File: config.mk
export PLATFORM = sky130hd
export DESIGN_NAME = tcp_timer_pwm
export DESIGN_NICKNAME = d
export VERILOG_FILES = /design/src/logic/tcp_timer_pwm.v /design/src/logic/tcp_chan_out.v
export VERILOG_INCLUDE_DIRS = /design/src /design/src/inc
export SDC_FILE = /design/constraint.sdc
export NUM_CORES = 1
export LEC_CHECK = 0
export ABC_AREA = 1
export BUFFER_PORTS_ARGS = -buffer_cell sky130_fd_sc_hd__buf_2
export CAP_MARGIN = 0
export CORE_MARGIN = 4
export CORE_UTILIZATION = 52
export CTS_CLUSTER_SIZE = 25
export DETAILED_ROUTE_END_ITERATION = 6
export GPL_ROUTABILITY_DRIVEN = 0
export GPL_TIMING_DRIVEN = 0
export PLACE_DENSITY = 0.88
export REMOVE_ABC_BUFFERS = 1
export SLEW_MARGIN = 40
export SYNTH_ARGS = -nofsm -noshare
export SYNTH_HDL_FRONTEND = slang
export SYNTH_SLANG_ARGS = --single-unit
File: constraint.sdc
create_clock -name clock -period 3.34 [get_ports clock]
set_clock_uncertainty 0.1 [all_clocks]
set_input_delay 0.334 -clock clock [delete_from_list [all_inputs] [get_ports clock]]
set_output_delay 0.334 -clock clock [all_outputs]
set_load 0.02 [all_outputs]
File: src/inc/tcp_defs.vh
// Function
// - Unbuffered write replaces active compare value directly
// - Equality compare only; passed values miss period
// - Channel interrupt request at ending compare match
// - Overflow interrupt request at counter rollover
// - Larger value written late still matches
// - Link bit pairs channels onto channel 0 pin
// - Linked: last written channel controls after overflow
// - Linked: channel 0 control governs; pin 1 freed
// - Buffered width change to non-owner channel starts at next period
// - Toggle at overflow sets PWM period
// - Pulse width spans overflow to compare match
// - Modulo 00FF, divide 000 gives 256 clocks
// - Value 0080 in 8-bit period gives half duty
// - Mode 0:1 unbuffered, 1:0 buffered
// - Link bit outranks ch0 mode low bit
// - Action 1:0 clears pin, 1:1 sets pin
// - Overflow toggle off with clear action gives constant zero duty
// - Full duty bit with toggle off gives constant high
`ifndef TCP_DEFS_VH
`define TCP_DEFS_VH

// ==========================================================
// Channel mode field codes
// ==========================================================
`define TCP_MODE_CAPTURE  2'b00
`define TCP_MODE_UNBUF    2'b01
`define TCP_MODE_BUF      2'b10
`define TCP_LINK_BIT      1

// ==========================================================
// Compare action field codes
// ==========================================================
`define TCP_ACT_NONE      2'b00
`define TCP_ACT_TOGGLE    2'b01
`define TCP_ACT_CLEAR     2'b10
`define TCP_ACT_SET       2'b11

// ==========================================================
// Prescaler and counter values
// ==========================================================
`define TCP_PS_EXT        3'b111
`define TCP_PRE_ONES      6'h3F
`define TCP_CNT_RESET     16'h0000
`define TCP_VAL_RESET     16'h0000
`define TCP_PRE_RESET     6'h00

`endif

File: src/logic/tcp_timer_pwm.v
`timescale 1ns/1ps
`include "tcp_defs.vh"

module tcp_timer_pwm #(
   parameter WIDTH = 16 // Counter and value width
) (
   clock,
   rst_n,
   counter_halt,
   counter_reset,
   prescale_sel,
   ext_count_tick,
   period_modulo_value,
   ch_value_wdata,
   ch0_value_wr,
   ch1_value_wr,
   ch0_mode_field,
   ch1_mode_field,
   ch0_action_field,
   ch1_action_field,
   ch0_toggle_at_overflow,
   ch1_toggle_at_overflow,
   ch0_full_duty_bit,
   ch1_full_duty_bit,
   overflow_irq_en,
   ch0_irq_en,
   ch1_irq_en,
   overflow_flag_clear,
   ch0_flag_clear,
   ch1_flag_clear,
   counter_value,
   overflow_flag,
   ch0_flag,
   ch1_flag,
   overflow_irq,
   ch0_irq,
   ch1_irq,
   buffer_active_ch,
   ch0_value,
   ch1_value,
   ch0_pin,
   ch0_pin_oe,
   ch1_pin,
   ch1_pin_oe
);
   input  wire             clock;                  // 50 MHz bus clock
   input  wire             rst_n;                  // Async, active low
   input  wire             counter_halt;           // Stop counting
   input  wire             counter_reset;          // Pulse: clear count
   input  wire [2:0]       prescale_sel;           // Divide select
   input  wire             ext_count_tick;         // External tick
   input  wire [WIDTH-1:0] period_modulo_value;    // Last count
   input  wire [WIDTH-1:0] ch_value_wdata;         // Value write data
   input  wire             ch0_value_wr;           // Write ch0 value
   input  wire             ch1_value_wr;           // Write ch1 value
   input  wire [1:0]       ch0_mode_field;         // Link bit, low bit
   input  wire [1:0]       ch1_mode_field;         // Ch1 mode
   input  wire [1:0]       ch0_action_field;       // Ch0 compare act
   input  wire [1:0]       ch1_action_field;       // Ch1 compare act
   input  wire             ch0_toggle_at_overflow; // Ch0 overflow tgl
   input  wire             ch1_toggle_at_overflow; // Ch1 overflow tgl
   input  wire             ch0_full_duty_bit;      // Ch0 full duty
   input  wire             ch1_full_duty_bit;      // Ch1 full duty
   input  wire             overflow_irq_en;        // Overflow enable
   input  wire             ch0_irq_en;             // Ch0 enable
   input  wire             ch1_irq_en;             // Ch1 enable
   input  wire             overflow_flag_clear;    // Pulse: clear flag
   input  wire             ch0_flag_clear;         // Pulse: clear flag
   input  wire             ch1_flag_clear;         // Pulse: clear flag
   output reg  [WIDTH-1:0] counter_value;          // Running count
   output reg              overflow_flag;          // Sticky overflow
   output reg              ch0_flag;               // Sticky ch0 match
   output reg              ch1_flag;               // Sticky ch1 match
   output wire             overflow_irq;           // Overflow request
   output wire             ch0_irq;                // Ch0 request
   output wire             ch1_irq;                // Ch1 request
   output reg              buffer_active_ch;       // Linked owner
   output reg  [WIDTH-1:0] ch0_value;              // Ch0 value
   output reg  [WIDTH-1:0] ch1_value;              // Ch1 value
   output wire             ch0_pin;                // Ch0 pin level
   output wire             ch0_pin_oe;             // Ch0 pin drive
   output wire             ch1_pin;                // Ch1 pin level
   output wire             ch1_pin_oe;             // Ch1 pin drive

   // ==========================================================
   // Mode decode, shared by both channels
   // ==========================================================
   // Returns the effective mode; the link bit wins over the
   // low bit so 1:1 on channel 0 still means buffered
   function [1:0] tcp_mode_kind;
      input [1:0] field;
      input       can_link;
      begin
         if (field[`TCP_LINK_BIT] && can_link) begin
            tcp_mode_kind = `TCP_MODE_BUF;
         end else if (field != `TCP_MODE_CAPTURE) begin
            tcp_mode_kind = `TCP_MODE_UNBUF;
         end else begin
            tcp_mode_kind = `TCP_MODE_CAPTURE;
         end
      end
   endfunction

   wire [1:0] ch0_kind;  // Effective ch0 mode
   wire [1:0] ch1_kind;  // Effective ch1 mode
   wire       linked;    // Pair acts as one buffered channel
   wire       ch0_on;    // Ch0 drives compare output
   wire       ch1_on;    // Ch1 drives compare output

   assign ch0_kind = tcp_mode_kind(ch0_mode_field, 1'b1);
   assign ch1_kind = tcp_mode_kind(ch1_mode_field, 1'b0);
   assign linked   = (ch0_kind == `TCP_MODE_BUF);
   assign ch0_on   = (ch0_kind != `TCP_MODE_CAPTURE);
   // Ch1 control ignored while linked
   assign ch1_on   = !linked && (ch1_kind != `TCP_MODE_CAPTURE);

   // ==========================================================
   // Prescaler
   // ==========================================================
   reg  [5:0] pre_cnt;  // Free divider
   wire [5:0] pre_mask; // Low bits that must be all ones
   wire       tick;     // One counter step this cycle

   assign pre_mask = ~(`TCP_PRE_ONES << prescale_sel);
   // Code 000 gives a step every bus clock
   assign tick = (prescale_sel == `TCP_PS_EXT) ? ext_count_tick :
                 ((pre_cnt & pre_mask) == pre_mask);

   // Divider halts with the counter; a counter reset restarts it too
   always @(posedge clock or negedge rst_n) begin
      if (!rst_n) begin
         pre_cnt <= `TCP_PRE_RESET;
      end else if (counter_reset) begin
         pre_cnt <= `TCP_PRE_RESET;
      end else if (!counter_halt) begin
         pre_cnt <= pre_cnt + 6'h01;
      end
   end

   // ==========================================================
   // Counter and events
   // ==========================================================
   wire             step;       // Counter advances now
   wire             wrap;       // Count is at modulo value
   wire [WIDTH-1:0] next_count; // Count after this step
   wire             ovf_event;  // Rollover to zero
   wire [WIDTH-1:0] buf_value;  // Linked active value
   wire [WIDTH-1:0] cmp0_value; // Value ch0 unit compares
   wire             cmp0_event; // Ch0 (or linked) match
   wire             cmp1_event; // Ch1 match

   assign step       = tick && !counter_halt && !counter_reset;
   assign wrap       = (counter_value == period_modulo_value);
   // Modulo 00FF counts 0..255: 256 steps per period
   assign next_count = wrap ? `TCP_CNT_RESET :
                       counter_value + {{(WIDTH-1){1'b0}}, 1'b1};
   assign ovf_event  = step && wrap;
   assign buf_value  = buffer_active_ch ? ch1_value : ch0_value;
   assign cmp0_value = linked ? buf_value : ch0_value;
   // Equality only: a value already passed waits a period
   assign cmp0_event = step && (next_count == cmp0_value);
   assign cmp1_event = step && (next_count == ch1_value) &&
                       !linked;

   // Counter register
   always @(posedge clock or negedge rst_n) begin
      if (!rst_n) begin
         counter_value <= `TCP_CNT_RESET;
      end else if (counter_reset) begin
         counter_value <= `TCP_CNT_RESET;
      end else if (step) begin
         counter_value <= next_count;
      end
   end

   // ==========================================================
   // Channel value registers
   // ==========================================================
   // No holding stage: a write is live on the next compare,
   // so a late larger value can still match this period
   always @(posedge clock or negedge rst_n) begin
      if (!rst_n) begin
         ch0_value <= `TCP_VAL_RESET;
         ch1_value <= `TCP_VAL_RESET;
      end else begin
         if (ch0_value_wr) begin
            ch0_value <= ch_value_wdata;
         end
         if (ch1_value_wr) begin
            ch1_value <= ch_value_wdata;
         end
      end
   end

   // ==========================================================
   // Buffered pair ownership
   // ==========================================================
   reg last_written; // Channel written most recently

   // Owner changes only at overflow, so a width written to the
   // non-owner channel never cuts into the running period;
   // a write to the owner channel is live at once
   always @(posedge clock or negedge rst_n) begin
      if (!rst_n) begin
         last_written     <= 1'b0;
         buffer_active_ch <= 1'b0;
      end else if (!linked) begin
         // Channel 0 owns the output when linking starts
         last_written     <= 1'b0;
         buffer_active_ch <= 1'b0;
      end else begin
         if (ch1_value_wr) begin
            last_written <= 1'b1;
         end else if (ch0_value_wr) begin
            last_written <= 1'b0;
         end
         if (ovf_event) begin
            buffer_active_ch <= last_written;
         end
      end
   end

   // ==========================================================
   // Sticky flags; a set in the clear cycle wins
   // ==========================================================
   always @(posedge clock or negedge rst_n) begin
      if (!rst_n) begin
         overflow_flag <= 1'b0;
         ch0_flag      <= 1'b0;
         ch1_flag      <= 1'b0;
      end else begin
         if (ovf_event) begin
            overflow_flag <= 1'b1;
         end else if (overflow_flag_clear) begin
            overflow_flag <= 1'b0;
         end
         // Only output compare channels flag matches
         if (cmp0_event && ch0_on) begin
            ch0_flag <= 1'b1;
         end else if (ch0_flag_clear) begin
            ch0_flag <= 1'b0;
         end
         if (cmp1_event && ch1_on) begin
            ch1_flag <= 1'b1;
         end else if (ch1_flag_clear) begin
            ch1_flag <= 1'b0;
         end
      end
   end

   // Requests follow the flags through their enables
   assign overflow_irq = overflow_flag && overflow_irq_en;
   assign ch0_irq      = ch0_flag && ch0_irq_en;
   assign ch1_irq      = ch1_flag && ch1_irq_en;

   // ==========================================================
   // Output stages
   // ==========================================================
   tcp_chan_out u_ch0 (
      .clock                (clock),
      .rst_n                (rst_n),
      .enable               (ch0_on),
      .overflow_event       (ovf_event),
      .compare_event        (cmp0_event),
      .compare_action_field (ch0_action_field),
      .toggle_at_overflow   (ch0_toggle_at_overflow),
      .full_duty_bit        (ch0_full_duty_bit),
      .pin                  (ch0_pin)
   );

   tcp_chan_out u_ch1 (
      .clock                (clock),
      .rst_n                (rst_n),
      .enable               (ch1_on),
      .overflow_event       (ovf_event),
      .compare_event        (cmp1_event),
      .compare_action_field (ch1_action_field),
      .toggle_at_overflow   (ch1_toggle_at_overflow),
      .full_duty_bit        (ch1_full_duty_bit),
      .pin                  (ch1_pin)
   );

   // Linked pair appears on pin 0 only; pin 1 left to port logic
   assign ch0_pin_oe = ch0_on;
   assign ch1_pin_oe = ch1_on;
endmodule // tcp_timer_pwm

File: src/logic/tcp_chan_out.v
`timescale 1ns/1ps
`include "tcp_defs.vh"

module tcp_chan_out (
   clock,
   rst_n,
   enable,
   overflow_event,
   compare_event,
   compare_action_field,
   toggle_at_overflow,
   full_duty_bit,
   pin
);
   input  wire       clock;                // Bus clock
   input  wire       rst_n;                // Async reset, active low
   input  wire       enable;               // Output compare in use
   input  wire       overflow_event;       // Counter rolled over
   input  wire       compare_event;        // Counter hit value
   input  wire [1:0] compare_action_field; // Action on compare
   input  wire       toggle_at_overflow;   // Toggle pin at overflow
   input  wire       full_duty_bit;        // Hold pin high
   output reg        pin;                  // Pin level

   reg next_pin; // Level after this cycle
   reg mid_pin;  // Level after overflow step

   // ==========================================================
   // Pin update: overflow first, then compare action
   // ==========================================================
   always @* begin
      mid_pin  = pin;
      next_pin = pin;
      // Overflow toggle first so compare in same cycle wins
      if (enable && overflow_event && toggle_at_overflow) begin
         mid_pin = ~pin;
      end
      next_pin = mid_pin;
      if (enable && compare_event) begin
         case (compare_action_field)
            `TCP_ACT_TOGGLE: next_pin = ~mid_pin;
            `TCP_ACT_CLEAR:  next_pin = 1'b0;
            `TCP_ACT_SET:    next_pin = 1'b1;
            default:         next_pin = mid_pin;
         endcase
      end
      // Constant high overrides everything when not toggling
      if (enable && full_duty_bit && !toggle_at_overflow) begin
         next_pin = 1'b1;
      end
      // Without overflow toggles a clear compare parks low
   end

   // ==========================================================
   // Pin register
   // ==========================================================
   always @(posedge clock or negedge rst_n) begin
      if (!rst_n) begin
         pin <= 1'b0;
      end else begin
         pin <= next_pin;
      end
   end
endmodule // tcp_chan_out

==> results of run 1 <==
[through the flow]
step | hold slack [ps] | cells | power (mW) | utilization (%) | setup WS, ps
after floorplan | -61.6 | 598 | 1.00 | - | 896
after global placement | 359 | 815 | 1.13 | 63.1 | 505
after detailed placement | 369 | 815 | 1.15 | 63.2 | 500
after CTS | 1.15 | 831 | 1.95 | 66.4 | 456
after global routing | 72.1 | 832 | 2.02 | 66.7 | 364
final | 59.5 | 832 | 1.94 | 66.7 | 573
[placed cells by master (no fill, tap or decap), types with 2 or more instances in the layout]
cell type,synthesis,layout
xor2_1,13,13
nor3_1,4,4
o22ai_1,17,17
dfrtp_1,61,61
bufinv_16,0,3
nor2_2,7,7
inv_1,93,93
nand3b_1,5,5
clkbuf_8,0,10
nor2_1,48,48
nand2_1,207,206
clkbuf_1,11,2
o21ai_0,53,53
inv_2,10,10
nand3_1,39,39
nand4_1,9,9
nand2_4,3,4
buf_2,2,117
a21oi_1,7,7
ha_1,2,2
nand2_2,7,7
xnor2_1,5,5
[worst max-delay path: stages, from the launching register on]
cell	delay (ps)
dfrtp_1	400
inv_1	80
nand2_1	60
nand2_1	40
nand2_1	50
nand2_1	50
inv_1	40
nand2_1	40
nand2_1	90
nand3_1	610
nor2_2	480
nand3_1	140
xor2_1	180
o211ai_1	180
nand3_1	100
[power groups by stage]
stage | Sequential (mW) | Combinational, mW | Clock [mW]
after floorplan | 0.862 | 0.138 | 0
after global placement | 0.818 | 0.317 | 0
after detailed placement | 0.821 | 0.326 | 0
after CTS | 0.808 | 0.329 | 0.810
after global routing | 0.813 | 0.371 | 0.838
final | 0.808 | 0.331 | 0.804
[cell families after synthesis]
logic type               Yosys count  share of synthesized area (%)
XOR/XNOR                          19                           4.32
buffers and inverters            119                           11.4
adder cells (fa/ha/maj)            2                          0.621
flip-flops                        61                           37.9
AND/OR/NAND/NOR                  332                           35.2
AO/OA/AOI/OAI                     80                           10.6
[per-layer routing]
metal / global-route usage (%) / vias up / wire [µm]
met3: 4.69 / 19 / 899
met2: 43.3 / 194 / 5620
met4: 10.9 / 0 / 238
li1: - / 2145 / -
met5: 0 / - / 0
met1: 33.3 / 2029 / 4790
[state kept, by name, indices dropped and copies added (netlist names), 6 cells and up]
name           count
ch0_value         16
ch1_value         16
counter_value     16
pre_cnt            6
[layout make-up]
cell class | instances | area share, %
clock buffers | 12 | 2.94
clock inverters | 4 | 1.93
inverters | 104 | 7.90
multi-input cells | 433 | 41.5
flip-flops and latches | 61 | 30.9
well taps | 99 | 2.51
repair buffers | 119 | 12.3
[path summary, 6_finish.rpt]
kind,start,end,cells after the start
min in group asynchronous,rst_n,ch0_value[1],2
max,pre_cnt[0],u_ch1.pin,14
max reg2reg,pre_cnt[0],u_ch1.pin,14
min,overflow_flag_clear,overflow_flag,2
min reg2reg,pre_cnt[5],pre_cnt[5],1
max in group asynchronous,rst_n,counter_value[9],2
[timing repair]
item | in CTS | in global routing
hold buffers | 0 | 1
setup buffers | 0 | 0
endpoints found under the hold margin | 0 | 61
==> results_dict.tcl, run 1 <==
set metrics [dict create \
    status "finished clean" \
    grtUsageTotal_pct 26.1 \
    grt_pass1_wl_um 18800 \
    intPower_mw 1.41 \
    cts_buffers 9 \
    clkLatencyLatePin_ps 340 \
    start_util_pct 54.4 \
    synth_area_mm2 0.00403 \
    sw_frac_of_total_pct 27.6 \
    ir_drop_uv 252 \
    cts_resized 0 \
    crit_arrival_ps 2890 \
    diodes 0 \
    dp_hpwl_um 8530 \
    fmax_mhz 361 \
    async_reset_ff_share_pct 100 \
    grt_overflow 0 \
    die_y_um 96.0 \
    fp.dieW_um 96.0 \
    design.core.area_mm2 0.00741 \
    fin_crit_ps 2770 \
    synth_ff_type "dfrtp_1" \
    die_area_mm2 0.00922 \
    antenna_found_initial 0 \
    timing.final.crit_share_pct 82.8 \
    cts_tree "built" \
    wirelength_um 11500 \
    wl_per_cell_um 13.9 \
    routed_via_density 5.27 \
    r2r_setup_slack_ps 570 \
    rows 31 \
    fin_setup_tns_ps 0 \
    critPathLaunchType "flip-flop" \
    synth.avg_cell_area_um2 6.57 \
    area_delta_synth_final_pct 22.5 \
    multi_input_area_mm2 0.00205 \
    placed_cell_area_mm2 0.00468 \
    ys_seq_elements 61 \
    drc 0 \
    power_switching_mw 0.536 \
    synth.most_common_cell "nand2_1" \
    synth-edff-count 0 \
    postSynthCellCount 613 \
    ys_top_cells_by_count "nand2_1, inv_1, dfrtp_1" \
    clock_power_share_pct 41.4 \
    combPwrFrac_pct 17.0 \
    yosysTopAreaCellShare_pct 37.9 \
    slew_viol_final 0 \
    timing.final.hold_violations 0 \
    drt_iter0_drc 319 \
    finalNetCount 790 \
    portBuffers 118 \
    regArea_mm2 0.00153 \
    synth_top_cell_by_area "dfrtp_1" \
    drive_above_1_share_pct 22.4 \
    power_frac_seq_pct 41.6 \
    maxCapViolCount 0 \
    htree_levels 3 \
    cts-root-buf "clkbuf_8" \
    power-per-cell-area_mw_per_mm2 394 \
    antenna_left 0 \
    grt_max_degree 62 \
    grt_pass1_vias 4231 \
    synth_area_leaders "dfrtp_1, nand2_1, inv_1" \
    worst_pin_slew_ps 863 \
    drt_first_pass_iters 5 \
    vias 4387 \
    crit_required_ps 3460 \
    cts.sink_count 61 \
    endpoint_kind "flip-flop" \
    worstHoldPathType "in2reg" \
    max-slew-margin-rel_pct 42.3 \
    yosysUniqueCellTypes 30 \
    final_cell_area_mm2 0.00494 \
    io_pins 119 \
    yosysWarnings 0 \
    leakagePower_nw 2.77 \
    critPathKind "reg2reg" \
    setup-violations-final 0 \
    ctsLongestPathBuffers 2 \
    cts.clk_slew.worst_paths_ps 70 \
    crit_fanout 18 \
    nFillCells 625 \
    rsz0062_at_grt "false" \
    ys_seq_area_share_pct 37.9 \
]
(Power assumes the default switching activity.)
==> run 2, diff against run 1 <==
clock period = 2.6 ns   (was 3.34 ns; I/O delays follow)
==> results_dict.tcl, run 2 (synthesis gave the netlist of run 1 again) <==
set metrics [dict create \
    antenna_left 0 \
    maxCapViolCount 0 \
    drt_first_pass_iters 5 \
    ctsLongestPathBuffers 2 \
    holdPathEnd "ch0_value[3]" \
    rows 31 \
    regArea_mm2 0.00154 \
    rr_worst_depth 16 \
    drt_iter0_drc 368 \
    max-slew-margin-rel_pct 54.9 \
    path_cells "inv_2 > nand2_1 > nand2_1 > nor2_1 > nand2_1 > nor2_4 > nand2_8 > nand2_1 > xnor2_1 > nand2_1 > nor2_1 > nand2_1 > nor2_2 > nand3_1 > nand2_1 > nand3_1" \
    drive_above_1_share_pct 25.4 \
    die_area_mm2 0.00922 \
    timing.final.crit_share_pct 97.5 \
    finalWorstSetupSlack_ps 64.7 \
    vias 4497 \
    clkLatencyLatePin_ps 350 \
    slowest_stage "dfrtp_2" \
    crit_fanout 21 \
    fmax_mhz 394 \
    crit_arrival_ps 2670 \
    critPathLaunchType "flip-flop" \
    start_util_pct 54.4 \
    slew_viol_final 0 \
    hold_start "ch_value_wdata[3]" \
    reg.largest.list "ch0_value: 16 flops, ch1_value: 16 flops, counter_value: 16 flops" \
    grtUsageTotal_pct 26.7 \
    path_buf_inv 1 \
    fp.dieW_um 96.0 \
    reg2reg_from "counter_value[6]" \
    die_y_um 96.0 \
    r2r_setup_slack_ps 60 \
    crit_required_ps 2730 \
    portBuffers 118 \
    nFillCells 575 \
    placed_cell_area_mm2 0.00468 \
    htree_levels 3 \
    setup-violations-final 0 \
    leakagePower_nw 2.80 \
    area_delta_synth_final_pct 27.5 \
    dp_hpwl_um 8530 \
    holdPathStages 3 \
    finalNetCount 797 \
    reg2reg_to "u_ch0.pin" \
    final_cell_area_mm2 0.00514 \
    wirelength_um 12300 \
    drc 0 \
    cp.depth 16 \
    ir_drop_uv 330 \
    design.core.area_mm2 0.00741 \
    most-common-layout-cells "nand2_1, buf_2, inv_1" \
    grt_pass1_wl_um 19200 \
    layout_commonest_cell "nand2_1" \
    multi_input_area_mm2 0.00216 \
    worstHoldPathType "in2reg" \
    antenna_found_initial 0 \
    cts.sink_count 61 \
    cts_buffers 9 \
    diodes 0 \
    fin_crit_ps 2540 \
    cts-root-buf "clkbuf_8" \
    critPathTopFamily "simple AND/OR/NAND/NOR gates" \
    cts_tree "built" \
    grt_max_degree 62 \
    critPathKind "reg2reg" \
    place_ws_ps -240 \
    crit_path_max_incr_delay_ps 430 \
    wl_per_cell_um 14.7 \
    timing.final.hold_violations 0 \
    routed_via_density 5.36 \
    worst_pin_slew_ps 674 \
    endpoint_kind "flip-flop" \
    io_pins 119 \
    grt_overflow 0 \
    power-per-cell-area_mw_per_mm2 489 \
    cts.clk_slew.worst_paths_ps 70 \
    status "finished clean" \
    grt_pass1_vias 4334 \
    crit_top_cell "nand2_1" \
]
## run 2: cell types whose count changed in the layout (fill, tap and decap cells not counted), moves of 4 or more
cell	delta
dfrtp_1	-9
dfrtp_2	+9
dlygate4sd3_1	+4
nor2_1	-4
nor2_4	+4
## run 2: timing repair
item	CTS	global route
endpoints found under the hold margin	66	0
endpoints found under the setup margin	4	4
buffers inserted	0	2
hold buffers	5	0
resized for setup	4	28
pin swaps	1	3
gates cloned	1	0
## run 2: cell type report
class / instances / area share, %
sequential: 61 / 29.9
multi-input combinational: 434 / 42.0
clock inverter: 4 / 1.85
inverter: 104 / 7.65
clock buffer: 12 / 2.82
tap: 99 / 2.41
timing repair buffer: 125 / 13.4
## run 2: worst max-delay path by stage
stage / from / to
6_report: counter_value[6] / u_ch0.pin
5_1_grt: counter_value[7] / u_ch0.pin
4_1_cts: counter_value[5] / u_ch0.pin
3_5_place_dp: counter_value[14] / u_ch0.pin
3_3_place_gp: counter_value[15] / u_ch0.pin
2_1_floorplan: counter_value[15] / u_ch0.pin
## run 2: per-stage QoR
step | util [%] | hold WS (ps) | cells | TNS [ps] | power [mW]
after global routing | 69.4 | 42.9 | 839 | -241 | 2.61
final | 69.4 | 28.7 | 839 | 0 | 2.51
after detailed placement | 63.2 | 295 | 815 | -614 | 1.47
after global placement | 63.1 | 337 | 815 | -534 | 1.46
after CTS | 67.4 | 30.0 | 837 | 0 | 2.51
after floorplan | - | -136 | 598 | 0 | 1.28
## run 2: routing by layer
layer / wire, µm / global-route usage, %
met5: 0 / 0
met4: 430 / 12.9
met3: 939 / 4.85
met2: 6000 / 43.5
met1: 4940 / 34.1
## run 2: report_power, final
| group | total (mW) | internal, mW | switching (mW) |
|---|---|---|---|
| clock network | 1.04 | 0.662 | 0.376 |
| logic | 0.436 | 0.152 | 0.284 |
| registers | 1.04 | 0.999 | 0.0397 |
## run 2: worst reg2reg max path, cell delays in order (launching register included)
cell,delay (ps)
dfrtp_2,430
inv_2,70
nand2_1,80
nand2_1,90
nor2_1,150
nand2_1,120
nor2_4,220
nand2_8,180
nand2_1,170
xnor2_1,170
nand2_1,70
nor2_1,110
nand2_1,70
nor2_2,140
nand3_1,120
nand2_1,70
nand3_1,60
